File: src/common/err_xfer_pkg.sv
package err_xfer_pkg;
    localparam int WORD_W = 6;
    localparam int ADDR_W = 6;
    // APB byte addresses
    localparam logic [7:0] CTRL_OFS = 8'h00;
    localparam logic [7:0] STATUS_OFS = 8'h04;
    localparam logic [7:0] MASK_OFS = 8'h08;
    localparam logic [7:0] COUNT_OFS = 8'h0C;
    localparam logic [7:0] ADDR_OFS = 8'h10;
    localparam logic [7:0] PC_OFS = 8'h14;
    localparam logic [7:0] XREG_OFS = 8'h18;
    localparam logic [7:0] OPREG_OFS = 8'h1C;
    // Control register fields
    localparam int CTRL_START_BIT = 0;
    localparam int CTRL_STOP_BIT = 1;
    localparam int CTRL_REPEAT_BIT = 2;
    localparam int CTRL_JSTOP_BIT = 3;
    localparam int CTRL_MODE_LSB = 4;
    localparam int CTRL_SEL_LSB = 6;
    // Status bits (sticky)
    localparam int ST_ADD_BIT = 0;
    localparam int ST_DIV_BIT = 1;
    localparam int ST_INS_BIT = 2;
    localparam int ST_DONE_BIT = 3;
    localparam int ST_JSTOP_BIT = 4;
    localparam int ST_W = 5;
    localparam logic [4:0] MASK_RESET = 5'h00;
    localparam logic [5:0] OP_EXT_LOAD = 6'h14;
    localparam logic [5:0] OP_EXT_UNLOAD = 6'h16;
    localparam logic [5:0] OP_ODD_JUMP = 6'h0B;
    localparam logic [5:0] OP_FILL_SEQ = 6'h38;
    localparam logic [5:0] OP_ILL_LO_MAX = 6'h07;
    localparam logic [5:0] OP_ILL_HI_MIN = 6'h18;
    localparam logic [5:0] OP_ILL_HI_MAX = 6'h1F;
    localparam logic signed [7:0] RANGE_MAX = 8'sh1F;
    localparam logic signed [7:0] RANGE_MIN = -8'sh1F;
    typedef enum logic [1:0] {MODE_INSTR, MODE_PROGRAM, MODE_STEP, MODE_DIST} mode_t;
    typedef enum logic [1:0] {SEL_NO_BYPASS, SEL_OVF_IGNORE, SEL_FULL_BYPASS, SEL_RSVD} sel_t;
endpackage : err_xfer_pkg

File: src/core/error_classifier.sv
`timescale 1ns/1ns
`default_nettype none
module error_classifier
(
    input wire logic add_valid,
    input wire logic signed [7:0] add_sum,
    input wire logic div_valid,
    input wire logic signed [7:0] div_quot,
    input wire logic op_valid,
    input wire logic [5:0] opcode,
    input wire logic [1:0] sel,
    output logic add_err,
    output logic div_err,
    output logic ins_err,
    output logic must_halt
);
    always_comb
    begin
        add_err = add_valid && (add_sum > err_xfer_pkg::RANGE_MAX
            || add_sum < err_xfer_pkg::RANGE_MIN);
        div_err = div_valid && (div_quot > err_xfer_pkg::RANGE_MAX
            || div_quot < err_xfer_pkg::RANGE_MIN);
        ins_err = op_valid && (opcode <= err_xfer_pkg::OP_ILL_LO_MAX
            || (opcode >= err_xfer_pkg::OP_ILL_HI_MIN
            && opcode <= err_xfer_pkg::OP_ILL_HI_MAX));
        unique case (sel)
            2'd0: must_halt = add_err || div_err || ins_err;
            2'd1: must_halt = div_err || ins_err;
            default: must_halt = 1'b0;
        endcase
    end
endmodule : error_classifier
`default_nettype wire

File: src/core/error_stop_and_block_transfer.sv
`timescale 1ns/1ns
`default_nettype none
// Contract
// - No-bypass position: any error lights its lamp and halts.
// - Full bypass: every error lights its lamp, execution continues.
// - Addition result beyond plus or minus 31 flags add overflow.
// - Overflow-ignore position: continue on add overflow, halt on others.
// - Quotient magnitude beyond 31 flags divide overflow; halts in no-bypass and overflow-ignore positions only.
// - Counter preset to words minus one; transfer ends when used up.
// - After last word: halt in instruction mode, run from PC in program mode.
// - Repeat on with fill op: re-execute continually until stop.
// - Fill repetition writes exchange value into every location in turn.
// - Jump-stop on: halt just before unconditional odd jump.
// - Program mode after clear: start runs from loaded PC.
// - Op codes 00-07 and 30-37 octal raise instruction error.
module error_stop_and_block_transfer
(
    input wire logic pclk,
    input wire logic presetn,
    input wire logic psel,
    input wire logic penable,
    input wire logic pwrite,
    input wire logic [7:0] paddr,
    input wire logic [31:0] pwdata,
    output logic [31:0] prdata,
    output logic pready,
    output logic pslverr,
    input wire logic add_valid,
    input wire logic signed [7:0] add_sum,
    input wire logic div_valid,
    input wire logic signed [7:0] div_quot,
    input wire logic op_valid,
    input wire logic [5:0] opcode,
    input wire logic [5:0] mem_rdata,
    output logic mem_we,
    output logic [5:0] mem_addr,
    output logic [5:0] mem_wdata,
    output logic xfer_strobe,
    input wire logic ext_ready,
    input wire logic [5:0] ext_in,
    output logic [5:0] ext_out,
    output logic running,
    output logic add_lamp,
    output logic div_lamp,
    output logic ins_lamp,
    output logic irq
);
    typedef enum logic [1:0] {ST_IDLE, ST_XFER, ST_FILL, ST_RUN} state_t;

    state_t state_reg;
    logic [7:0] ctrl_reg;
    logic [4:0] status_reg;
    logic [4:0] mask_reg;
    logic [5:0] count_reg;
    logic [5:0] addr_reg;
    logic [5:0] pc_reg;
    logic [5:0] xreg_reg;
    logic [5:0] op_reg;
    logic [5:0] ext_out_reg;
    logic [5:0] ext_s1_reg;
    logic [5:0] ext_s2_reg;
    logic rdy_s1_reg;
    logic rdy_s2_reg;
    logic rdy_d_reg;
    logic add_err;
    logic div_err;
    logic ins_err;
    logic must_halt;
    logic wr;
    logic rd_ok;
    logic start_p;
    logic stop_p;
    logic step;
    logic last_word;
    logic jump_hit;
    logic [4:0] events;
    logic [1:0] mode;
    logic [1:0] selector;

    error_classifier u_cls
    (
        .add_valid(add_valid && state_reg == ST_RUN),
        .add_sum(add_sum),
        .div_valid(div_valid && state_reg == ST_RUN),
        .div_quot(div_quot),
        .op_valid(op_valid && state_reg == ST_RUN),
        .opcode(opcode),
        .sel(selector),
        .add_err(add_err),
        .div_err(div_err),
        .ins_err(ins_err),
        .must_halt(must_halt)
    );

    assign pready = 1'b1;
    assign wr = psel && penable && pwrite;
    assign mode = ctrl_reg[err_xfer_pkg::CTRL_MODE_LSB +: 2];
    assign selector = ctrl_reg[err_xfer_pkg::CTRL_SEL_LSB +: 2];
    assign start_p = wr && paddr == err_xfer_pkg::CTRL_OFS
        && pwdata[err_xfer_pkg::CTRL_START_BIT];
    assign stop_p = wr && paddr == err_xfer_pkg::CTRL_OFS
        && pwdata[err_xfer_pkg::CTRL_STOP_BIT];
    // Panel ready line is a pin: two flops, then a rising-edge detect
    assign step = rdy_s2_reg && !rdy_d_reg;
    assign last_word = count_reg == 6'h00;
    assign jump_hit = op_valid && state_reg == ST_RUN
        && ctrl_reg[err_xfer_pkg::CTRL_JSTOP_BIT] && opcode == err_xfer_pkg::OP_ODD_JUMP;
    assign events = {jump_hit, state_reg == ST_XFER && step && last_word,
        ins_err, div_err, add_err};

    always_ff @(posedge pclk or negedge presetn)
    begin
        if (!presetn)
        begin
            rdy_s1_reg <= 1'b0;
            rdy_s2_reg <= 1'b0;
            rdy_d_reg <= 1'b0;
            ext_s1_reg <= 6'h00;
            ext_s2_reg <= 6'h00;
        end
        else
        begin
            rdy_s1_reg <= ext_ready;
            rdy_s2_reg <= rdy_s1_reg;
            rdy_d_reg <= rdy_s2_reg;
            ext_s1_reg <= ext_in;
            ext_s2_reg <= ext_s1_reg;
        end
    end

    always_ff @(posedge pclk or negedge presetn)
    begin
        if (!presetn)
        begin
            ctrl_reg <= 8'h00;
            mask_reg <= err_xfer_pkg::MASK_RESET;
            pc_reg <= 6'h00;
            xreg_reg <= 6'h00;
            op_reg <= 6'h00;
        end
        else if (wr)
        begin
            unique case (paddr)
                err_xfer_pkg::CTRL_OFS: ctrl_reg <= {pwdata[7:2], 2'b00};
                err_xfer_pkg::MASK_OFS: mask_reg <= pwdata[4:0];
                err_xfer_pkg::PC_OFS: pc_reg <= pwdata[5:0];
                err_xfer_pkg::XREG_OFS: xreg_reg <= pwdata[5:0];
                err_xfer_pkg::OPREG_OFS: op_reg <= pwdata[5:0];
                default: ;
            endcase
        end
    end

    // Sticky status; hardware set beats software clear; reset is panel clear
    always_ff @(posedge pclk or negedge presetn)
    begin
        if (!presetn)
            status_reg <= 5'h00;
        else if (wr && paddr == err_xfer_pkg::STATUS_OFS)
            status_reg <= (status_reg & ~pwdata[4:0]) | events;
        else
            status_reg <= status_reg | events;
    end

    always_ff @(posedge pclk or negedge presetn)
    begin
        if (!presetn)
        begin
            state_reg <= ST_IDLE;
            count_reg <= 6'h00;
            addr_reg <= 6'h00;
        end
        else
        begin
            if (wr && paddr == err_xfer_pkg::COUNT_OFS && state_reg == ST_IDLE)
                count_reg <= pwdata[5:0];
            if (wr && paddr == err_xfer_pkg::ADDR_OFS && state_reg == ST_IDLE)
                addr_reg <= pwdata[5:0];
            unique case (state_reg)
                ST_IDLE:
                begin
                    // Switches written together with start apply to that start
                    if (start_p)
                    begin
                        if (op_reg == err_xfer_pkg::OP_FILL_SEQ
                            && pwdata[err_xfer_pkg::CTRL_REPEAT_BIT])
                            state_reg <= ST_FILL;
                        else if (op_reg == err_xfer_pkg::OP_EXT_LOAD
                            || op_reg == err_xfer_pkg::OP_EXT_UNLOAD)
                            state_reg <= ST_XFER;
                        else if (pwdata[err_xfer_pkg::CTRL_MODE_LSB +: 2] == 2'd1)
                            state_reg <= ST_RUN;
                    end
                end
                ST_XFER:
                begin
                    if (stop_p)
                        state_reg <= ST_IDLE;
                    else if (step)
                    begin
                        addr_reg <= addr_reg + 6'h01;
                        if (last_word)
                            state_reg <= (mode == 2'd1) ? ST_RUN : ST_IDLE;
                        else
                            count_reg <= count_reg - 6'h01;
                    end
                end
                ST_FILL:
                begin
                    addr_reg <= addr_reg + 6'h01;
                    if (stop_p)
                        state_reg <= ST_IDLE;
                end
                ST_RUN:
                begin
                    if (stop_p || must_halt || jump_hit)
                        state_reg <= ST_IDLE;
                end
                default: state_reg <= ST_IDLE;
            endcase
        end
    end

    always_ff @(posedge pclk or negedge presetn)
    begin
        if (!presetn)
            ext_out_reg <= 6'h00;
        else if (state_reg == ST_XFER && step && op_reg == err_xfer_pkg::OP_EXT_UNLOAD)
            ext_out_reg <= mem_rdata;
    end

    always_comb
    begin
        mem_addr = addr_reg;
        mem_we = 1'b0;
        mem_wdata = xreg_reg;
        if (state_reg == ST_FILL)
            mem_we = 1'b1;
        else if (state_reg == ST_XFER && step && op_reg == err_xfer_pkg::OP_EXT_LOAD)
        begin
            mem_we = 1'b1;
            mem_wdata = ext_s2_reg;
        end
    end

    assign xfer_strobe = state_reg == ST_XFER && step;
    assign ext_out = ext_out_reg;
    assign running = state_reg != ST_IDLE;
    assign add_lamp = status_reg[err_xfer_pkg::ST_ADD_BIT];
    assign div_lamp = status_reg[err_xfer_pkg::ST_DIV_BIT];
    assign ins_lamp = status_reg[err_xfer_pkg::ST_INS_BIT];
    assign irq = |(status_reg & mask_reg);
    assign rd_ok = 1'b1;
    assign pslverr = 1'b0;

    always_comb
    begin
        prdata = 32'h0000_0000;
        if (psel && !pwrite && rd_ok)
        begin
            unique case (paddr)
                err_xfer_pkg::CTRL_OFS: prdata = {24'h000000, ctrl_reg};
                err_xfer_pkg::STATUS_OFS: prdata = {27'h0000000, status_reg};
                err_xfer_pkg::MASK_OFS: prdata = {27'h0000000, mask_reg};
                err_xfer_pkg::COUNT_OFS: prdata = {26'h0000000, count_reg};
                err_xfer_pkg::ADDR_OFS: prdata = {26'h0000000, addr_reg};
                err_xfer_pkg::PC_OFS: prdata = {26'h0000000, pc_reg};
                err_xfer_pkg::XREG_OFS: prdata = {26'h0000000, xreg_reg};
                err_xfer_pkg::OPREG_OFS: prdata = {26'h0000000, op_reg};
                default: prdata = 32'h0000_0000;
            endcase
        end
    end

    property p_halt_no_bypass;
        @(posedge pclk) disable iff (!presetn)
        (state_reg == ST_RUN && add_err && selector == 2'd0 && !stop_p)
            |=> (state_reg == ST_IDLE && add_lamp);
    endproperty
    a_halt_no_bypass: assert property (p_halt_no_bypass) else $error("no halt on error");

    property p_full_bypass;
        @(posedge pclk) disable iff (!presetn)
        (state_reg == ST_RUN && ins_err && selector == 2'd2 && !stop_p && !jump_hit)
            |=> (state_reg == ST_RUN && ins_lamp);
    endproperty
    a_full_bypass: assert property (p_full_bypass) else $error("bypass halted");

    property p_add_range;
        @(posedge pclk) disable iff (!presetn)
        (state_reg == ST_RUN && add_valid && add_sum == 8'sh20) |=> add_lamp;
    endproperty
    a_add_range: assert property (p_add_range) else $error("add overflow missed");

    property p_ovf_ignore;
        @(posedge pclk) disable iff (!presetn)
        (state_reg == ST_RUN && selector == 2'd1 && add_err && !div_err
            && !ins_err && !stop_p && !jump_hit) |=> state_reg == ST_RUN;
    endproperty
    a_ovf_ignore: assert property (p_ovf_ignore) else $error("halted on add");

    property p_div_range;
        @(posedge pclk) disable iff (!presetn)
        (state_reg == ST_RUN && div_valid && div_quot == -8'sh20) |=> div_lamp;
    endproperty
    a_div_range: assert property (p_div_range) else $error("divide overflow missed");

    property p_count_end;
        @(posedge pclk) disable iff (!presetn)
        (state_reg == ST_XFER && step && last_word && !stop_p && mode == 2'd0)
            |=> state_reg == ST_IDLE;
    endproperty
    a_count_end: assert property (p_count_end) else $error("transfer overran");

    property p_fill_walk;
        @(posedge pclk) disable iff (!presetn)
        (state_reg == ST_FILL && !stop_p) |=> mem_addr == $past(addr_reg) + 6'h01;
    endproperty
    a_fill_walk: assert property (p_fill_walk) else $error("fill address stuck");

    property p_jump_stop;
        @(posedge pclk) disable iff (!presetn)
        jump_hit |=> (state_reg == ST_IDLE && status_reg[err_xfer_pkg::ST_JSTOP_BIT]);
    endproperty
    a_jump_stop: assert property (p_jump_stop) else $error("jump stop missed");

    property p_lamp_hold;
        @(posedge pclk) disable iff (!presetn)
        (add_lamp && !(wr && paddr == err_xfer_pkg::STATUS_OFS
            && pwdata[err_xfer_pkg::ST_ADD_BIT])) |=> add_lamp;
    endproperty
    a_lamp_hold: assert property (p_lamp_hold) else $error("lamp dropped");
endmodule : error_stop_and_block_transfer
`default_nettype wire

File: config.mk
export PLATFORM = sky130hd
export DESIGN_NAME = error_stop_and_block_transfer
export DESIGN_NICKNAME = d
export VERILOG_FILES = /design/src/common/err_xfer_pkg.sv /design/src/core/error_classifier.sv /design/src/core/error_stop_and_block_transfer.sv
export SDC_FILE = /design/constraint.sdc
export NUM_CORES = 1
export LEC_CHECK = 0
export ABC_CLOCK_PERIOD_IN_PS = 5800
export CORE_MARGIN = 2
export CORE_UTILIZATION = 50
export DETAILED_ROUTE_END_ITERATION = 8
export DONT_BUFFER_PORTS = 1
export GPL_ROUTABILITY_DRIVEN = 1
export PLACE_DENSITY_LB_ADDON = 0.1
export SLEW_MARGIN = 20
export SYNTH_ARGS = -nofsm -noshare
export SYNTH_HDL_FRONTEND = slang
export SYNTH_SLANG_ARGS = --single-unit
File: constraint.sdc
create_clock -name pclk -period 5.8 [get_ports pclk]
set_input_delay 1.16 -clock pclk [delete_from_list [all_inputs] [get_ports pclk]]
set_output_delay 1.16 -clock pclk [all_outputs]
set_load 0.03 [all_outputs]
==> results.ini, run 1 <==
[timing]
hold_violations=0
tightest_slew_ns=1.11
clock_skew_ns=0.00816
rsz0062_at_grt=false
setup_slack_ns=1.85
slew_violations=0
fin_setup_tns_ns=0
fmax_mhz=253
slew_headroom_pct=25.5
timing.final.crit_share_pct=68.1
setup_viol=0
post-route-min-period_ns=3.95

[worst_hold_path]
whs_path_depth=0
hold_path_class=reg -> reg

[logic_synthesis]
yosysTopAreaCell=dfrtp_1
netlist_top_cells_area=dfrtp_1 (44%), mux2_2 (12%), buf_4 (5.2%)
yosysWarningCount=0
synth_edf_count=0
synth_cells=357
yosysSeqAreaShare_pct=44.2
synth_ff_type=dfrtp_1
synth_area_mm2=0.00390
synth_async_sr_flop_share_pct=100
yosys_register_bits=69
yosysTopAreaCellShare_pct=44.2
synthDistinctLibCells=61
synth_area_per_cell_um2=10.9

[power_and_ir_drop]
ir_worst_vdd_v=0.000282
leakage_nw=1.83
pwr_density_cell_mw_per_mm2=336

[job]
cap_viol_max_count=0

[drt]
antenna_left=0
drt_iter0_drc=215
drc=0
via_per_inst=5.96
finalWirelength_um=9240
vias=2764
wire_per_inst_um=19.9
drt_pass1_iterations=4

[global_route]
grt_usage_pct=22.5
grt.overflow.total=0
grt_pass1_wl_um=14400
grt_start_max_net_pins=70
antenna_found_initial=0
grt_pass1_vias=2656

[worst_setup_path]
critical_path.cell_chain=or4_4, nor3_1, nand3_1, nor2_1
crit_path_end_kind=output pin
required_ns=4.64
critPathMaxStageDelay_ns=0.56
arrival_ns=2.79
slowest_stage=or4_4
cp-start-kind=primary input
worst-r2r-cell-count=8
path_class=in -> out
crit_fanout=5

[die]
fp-row-count=32
initial_core_util_pct=51.0
design.die.area_mm2=0.00853
chipWidth_um=92.4
die_height_um=92.4
ios=142
fp.coreArea_mm2=0.00765

[cts]
cts_resized=0
clk_pin_slew_ns=0.08
cts_tree=yes
numCtsBuffers=9
cts_buffer_depth=2
cts_root_buf=clkbuf_8
ctsHoldBuffers=0
cts_sinks=69
htreeDepth=3
clkLatencyLatePin_ns=0.35
post_cts_buffers=0

[placed_design]
placedCellCount=448
dp_slack_ns=1.88
gp_congestion=0.850
place_hpwl_um=6790
port_buffers=0

[cells_and_area]
area_delta_synth_final_pct=5.22
layout.cells.non_filler=464
drive_above_1_share_pct=21.8
final_util_pct=53.7
nFillCells=684
antenna_cells=0
final_cell_mix=dfrtp_1 (69), mux2_2 (42), conb_1 (26)
fin_nets=448
final_common_cell=dfrtp_1

[status]
outcome=finished, final reports clean

## area by class of cell
| type | instances | area [um^2] | area share (%) |
|---|---|---|---|
| well taps | 102 | 128 | 3.11 |
| repair buffers | 1 | 7.51 | 0.183 |
| inverters | 18 | 67.6 | 1.64 |
| clock inverters | 7 | 105 | 2.56 |
| multi-input cells | 258 | 1950 | 47.5 |
| clock buffers | 9 | 124 | 3.02 |
| flip-flops and latches | 69 | 1730 | 42.0 |
## layer usage
metal / share of wire, % / track usage [%] / up-vias
met3: 9.5 / 6.59 / 14
li1: - / - / 1259
met5: 0 / 0 / -
met1: 43 / 30.9 / 1364
met4: 2.0 / 8.08 / 0
met2: 46 / 34.1 / 127
## synthesized netlist by cell type (3+ instances only)
| master | n |
|---|---|
| nand3b_1 | 4 |
| a22oi_1 | 3 |
| nand3_1 | 8 |
| nand4_1 | 4 |
| mux2_2 | 42 |
| dfrtp_1 | 69 |
| nor2b_1 | 4 |
| a221o_1 | 4 |
| mux4_2 | 6 |
| buf_4 | 27 |
| clkbuf_1 | 4 |
| nor2_1 | 24 |
| a21oi_1 | 16 |
| o31ai_1 | 3 |
| a211oi_1 | 4 |
| nor4_1 | 3 |
| buf_1 | 3 |
| o21ai_0 | 10 |
| nand2_1 | 19 |
| a22o_1 | 4 |
| mux2i_1 | 10 |
| inv_1 | 18 |
| ha_1 | 8 |
| and3_1 | 5 |
| nor3_1 | 5 |
| nor3b_1 | 6 |
## cell families (layout without fill, tap and decap cells)
logic type | after synthesis | count (layout) | share of synthesized area [%]
flip-flops | 69 | 69 | 44.2
multiplexers | 58 | 58 | 18.1
AND/OR/NAND/NOR | 104 | 104 | 15.6
AO/OA/AOI/OAI | 61 | 61 | 10.9
buffers and inverters | 54 | 35 | 8.14
XOR/XNOR | 1 | 1 | 0.224
adder cells (fa/ha/maj) | 8 | 8 | 2.56
other | 2 | 26 | 0.192
## worst max-delay path: cells and delay by family
kind | cells | cell delay [ns]
and+or+nand+nor | 4 | 1.63
## stage by stage
step	power [W]	hold slack (ns)	area (um^2)
2_1_floorplan	0.000886	0.331	3990
3_3_place_gp	0.000931	0.331	3880
3_5_place_dp	0.000939	0.335	3880
4_1_cts	0.00139	0.348	4110
5_1_grt	0.00145	0.355	4110
6_report	0.00138	0.347	4110
## worst paths after layout
kind | slack [ns] | to | from
worst min register to register | 0.35 | ext_s2_reg[1] | ext_s1_reg[1]
min in group asynchronous | 0.49 | ctrl_reg[2] | presetn
worst min-delay path | 0.35 | ext_s2_reg[1] | ext_s1_reg[1]
worst max-delay path | 1.85 | prdata[7] | paddr[1]
worst max register to register | 3.19 | count_reg[5] | count_reg[0]
max in group asynchronous | 5.16 | mem_addr[0] | presetn
## where the power goes
| part | internal [W] | switching [W] |
|---|---|---|
| clock network | 0.000249 | 0.000208 |
| registers | 0.000525 | 0.0000858 |
| logic | 0.000120 | 0.000194 |
No activity file was read; power rests on OpenSTA's default activity.
==> run 2, diff against run 1 <==
--- a/config.mk
+++ b/config.mk
@@ -5,7 +5,7 @@
 export SDC_FILE = /design/constraint.sdc
 export NUM_CORES = 1
 export LEC_CHECK = 0
-export ABC_CLOCK_PERIOD_IN_PS = 5800
+export ABC_CLOCK_PERIOD_IN_PS = 3710
 export CORE_MARGIN = 2
 export CORE_UTILIZATION = 50
 export DETAILED_ROUTE_END_ITERATION = 8
==> constraint.sdc (replaced) <==
create_clock -name pclk -period 3.71 [get_ports pclk]
set_input_delay 0.742 -clock pclk [delete_from_list [all_inputs] [get_ports pclk]]
set_output_delay 0.742 -clock pclk [all_outputs]
set_load 0.03 [all_outputs]
==> run 2 against run 1 <==
Against the previous run:
- sequential share of layout area shrank 0.54 points
- non-clock buffer count grew 5
- combinational power increased by 60%
- utilization rose by 0.70 points
- highest routed layer unchanged
- largest cell class unchanged
- hold slack got worse by 0.28 ns
==> results.ini, run 2 (synthesis results as in run 1) <==
[cts]
ctsHoldBuffers=0  ; unchanged
post_cts_buffers=0  ; unchanged
clk_pin_slew_ns=0.08  ; about the same
cts_tree=yes  ; unchanged
cts_buffer_depth=2  ; unchanged
cts_root_buf=clkbuf_8  ; unchanged
cts_resized=0  ; unchanged
cts_sinks=69  ; unchanged
numCtsBuffers=9  ; unchanged
clkLatencyLatePin_ns=0.35  ; about the same
htreeDepth=3  ; unchanged

[worst_setup_path]
worst-r2r-cell-count=8  ; unchanged
critPathMaxStageDelay_ns=0.57  ; was 0.56 ns
crit_fanout=5  ; unchanged
path_class=in -> out  ; unchanged
timing.rr.end=count_reg[5]  ; unchanged
cp-start-kind=primary input  ; unchanged
slowest_stage=or4_4  ; unchanged
critical_path.cell_chain=or4_4, nor3_1, nand3_1, nor2_1  ; unchanged
arrival_ns=2.38  ; was 2.79 ns
reg2reg_from=count_reg[0]  ; unchanged
required_ns=2.97  ; was 4.64 ns
startpoint=paddr[1]  ; unchanged
crit_path_end_kind=output pin  ; unchanged
reg2reg_setup_slack_ns=1.15  ; was 3.19 ns

[die]
design.die.area_mm2=0.00853  ; unchanged
fp-row-count=32  ; unchanged
fp.coreArea_mm2=0.00765  ; unchanged
chipWidth_um=92.4  ; unchanged
initial_core_util_pct=51.0  ; unchanged
die_height_um=92.4  ; unchanged
ios=142  ; unchanged

[timing]
clock_skew_ns=0.00953  ; was 0.00816 ns
setup_viol=0  ; unchanged
slew_headroom_pct=53.8  ; was 25.5%
hold_violations=0  ; unchanged
post-route-min-period_ns=3.12
tightest_slew_ns=0.689  ; was 1.11 ns
rsz0062_at_grt=false  ; unchanged
timing.final.crit_share_pct=84.1
fin_setup_tns_ns=0  ; unchanged
fmax_mhz=320
slew_violations=0  ; unchanged
setup_slack_ns=0.589  ; was 1.85 ns

[drt]
finalWirelength_um=9410  ; was 9240 um
antenna_left=0  ; unchanged
vias=2757  ; was 2764
wire_per_inst_um=20.1  ; was 19.9 um
via_per_inst=5.88  ; was 5.96
drc=0  ; unchanged
drt_pass1_iterations=4  ; unchanged
drt_iter0_drc=174  ; was 215

[placed_design]
dp_slack_ns=0.636  ; was 1.88 ns
port_buffers=0  ; unchanged
gp_congestion=0.865  ; was 0.850
place_hpwl_um=6850  ; was 6790 um

[power_and_ir_drop]
leakage_nw=1.87  ; was 1.83 nW
p_clk_share_pct=34.1  ; was 33.0%
ir_worst_vdd_v=0.000360  ; was 0.000282 V
p_switching_w=0.000745  ; was 0.000488 W
power_switching_share_pct=33.7  ; was 35.3%
pwr_density_cell_mw_per_mm2=531  ; was 336 mW/mm^2
pwr-share-seq_pct=43.1  ; was 44.2%
p_int_w=0.00147  ; was 0.000894 W
combPwrFrac_pct=22.8  ; about the same

[cells_and_area]
final_common_cell=dfrtp_1  ; unchanged
nFillCells=714  ; was 684
final_cell_mix=dfrtp_1 (69), mux2_2 (42), conb_1 (26)  ; unchanged
fin_nets=453  ; was 448
drive_above_1_share_pct=22.9  ; was 21.8%
area_delta_synth_final_pct=6.60  ; was 5.22%
antenna_cells=0  ; unchanged

[global_route]
antenna_found_initial=0  ; unchanged
grt_pass1_wl_um=14800  ; was 14400 um
grt.overflow.total=0  ; unchanged
grt_start_max_net_pins=70  ; unchanged
grt_usage_pct=23.1  ; was 22.5%
grt_pass1_vias=2754  ; was 2656

[job]
cap_viol_max_count=0  ; unchanged

[worst_hold_path]
hold_path_class=in -> async  ; was reg -> reg

[status]
outcome=finished, final reports clean  ; unchanged

-- run 2: changes by cell type in the layout (fill, tap and decap cells not counted) --
cell,previous run,this run
clkinv_4,1,2
buf_4,1,6
inv_6,2,1
bufinv_16,2,3
clkinvlp_4,1,0
clkinv_2,0,1
inv_8,1,0
-- run 2: worst max-delay path, delay by kind of cell --
| family | cells | cell delay [ns] |
|---|---|---|
| and+or+nand+nor | 4 | 1.64 |
-- run 2: worst max-delay path by stage --
stage / endpoint / slack [ns] / cells after the start
floorplan: prdata[2] / 0.76 / 6
global placement: prdata[7] / 0.64 / 4
detailed placement: prdata[7] / 0.64 / 4
CTS: prdata[7] / 0.63 / 4
global route: prdata[7] / 0.53 / 4
finish: prdata[7] / 0.59 / 4
-- run 2: layout make-up --
| cell class | count | area [um^2] | area share (%) |
|---|---|---|---|
| Timing Repair Buffer | 6 | 45.0 | 1.08 |
| Tap cell | 102 | 128 | 3.07 |
| Inverter | 18 | 67.6 | 1.62 |
| Sequential cell | 69 | 1730 | 41.5 |
| Clock buffer | 9 | 124 | 2.98 |
| Clock inverter | 7 | 121 | 2.92 |
| Multi-Input combinational cell | 258 | 1950 | 46.8 |
-- run 2: stage by stage --
| stage | util, % | cell area, um^2 | hold WS (ns) | total power [W] | cells |
|---|---|---|---|---|---|
| after floorplan | - | 3990 | 0.331 | 0.00139 | 381 |
| after global placement | 51.2 | 3920 | 0.331 | 0.00146 | 453 |
| after detailed placement | 51.2 | 3920 | 0.336 | 0.00147 | 453 |
| after CTS | 54.4 | 4160 | 0.0589 | 0.00223 | 469 |
| after global routing | 54.4 | 4160 | 0.0526 | 0.00232 | 469 |
| final | 54.4 | 4160 | 0.0703 | 0.00221 | 469 |
-- run 2: power by group through the flow --
stage	Sequential, W	Combinational, W	Clock, W
after CTS	0.000955	0.000503	0.000773
after global placement	0.000968	0.000496	0
after global routing	0.000964	0.000559	0.000800
after detailed placement	0.000970	0.000502	0
final	0.000953	0.000503	0.000754
after floorplan	0.000940	0.000445	0
-- run 2: metal layers --
layer / wire (um) / vias up / track usage, %
met5: 0 / - / 0
met4: 107 / 0 / 9.70
met3: 824 / 9 / 5.21
met2: 4450 / 115 / 35.6
met1: 4030 / 1371 / 31.8
li1: - / 1262 / -
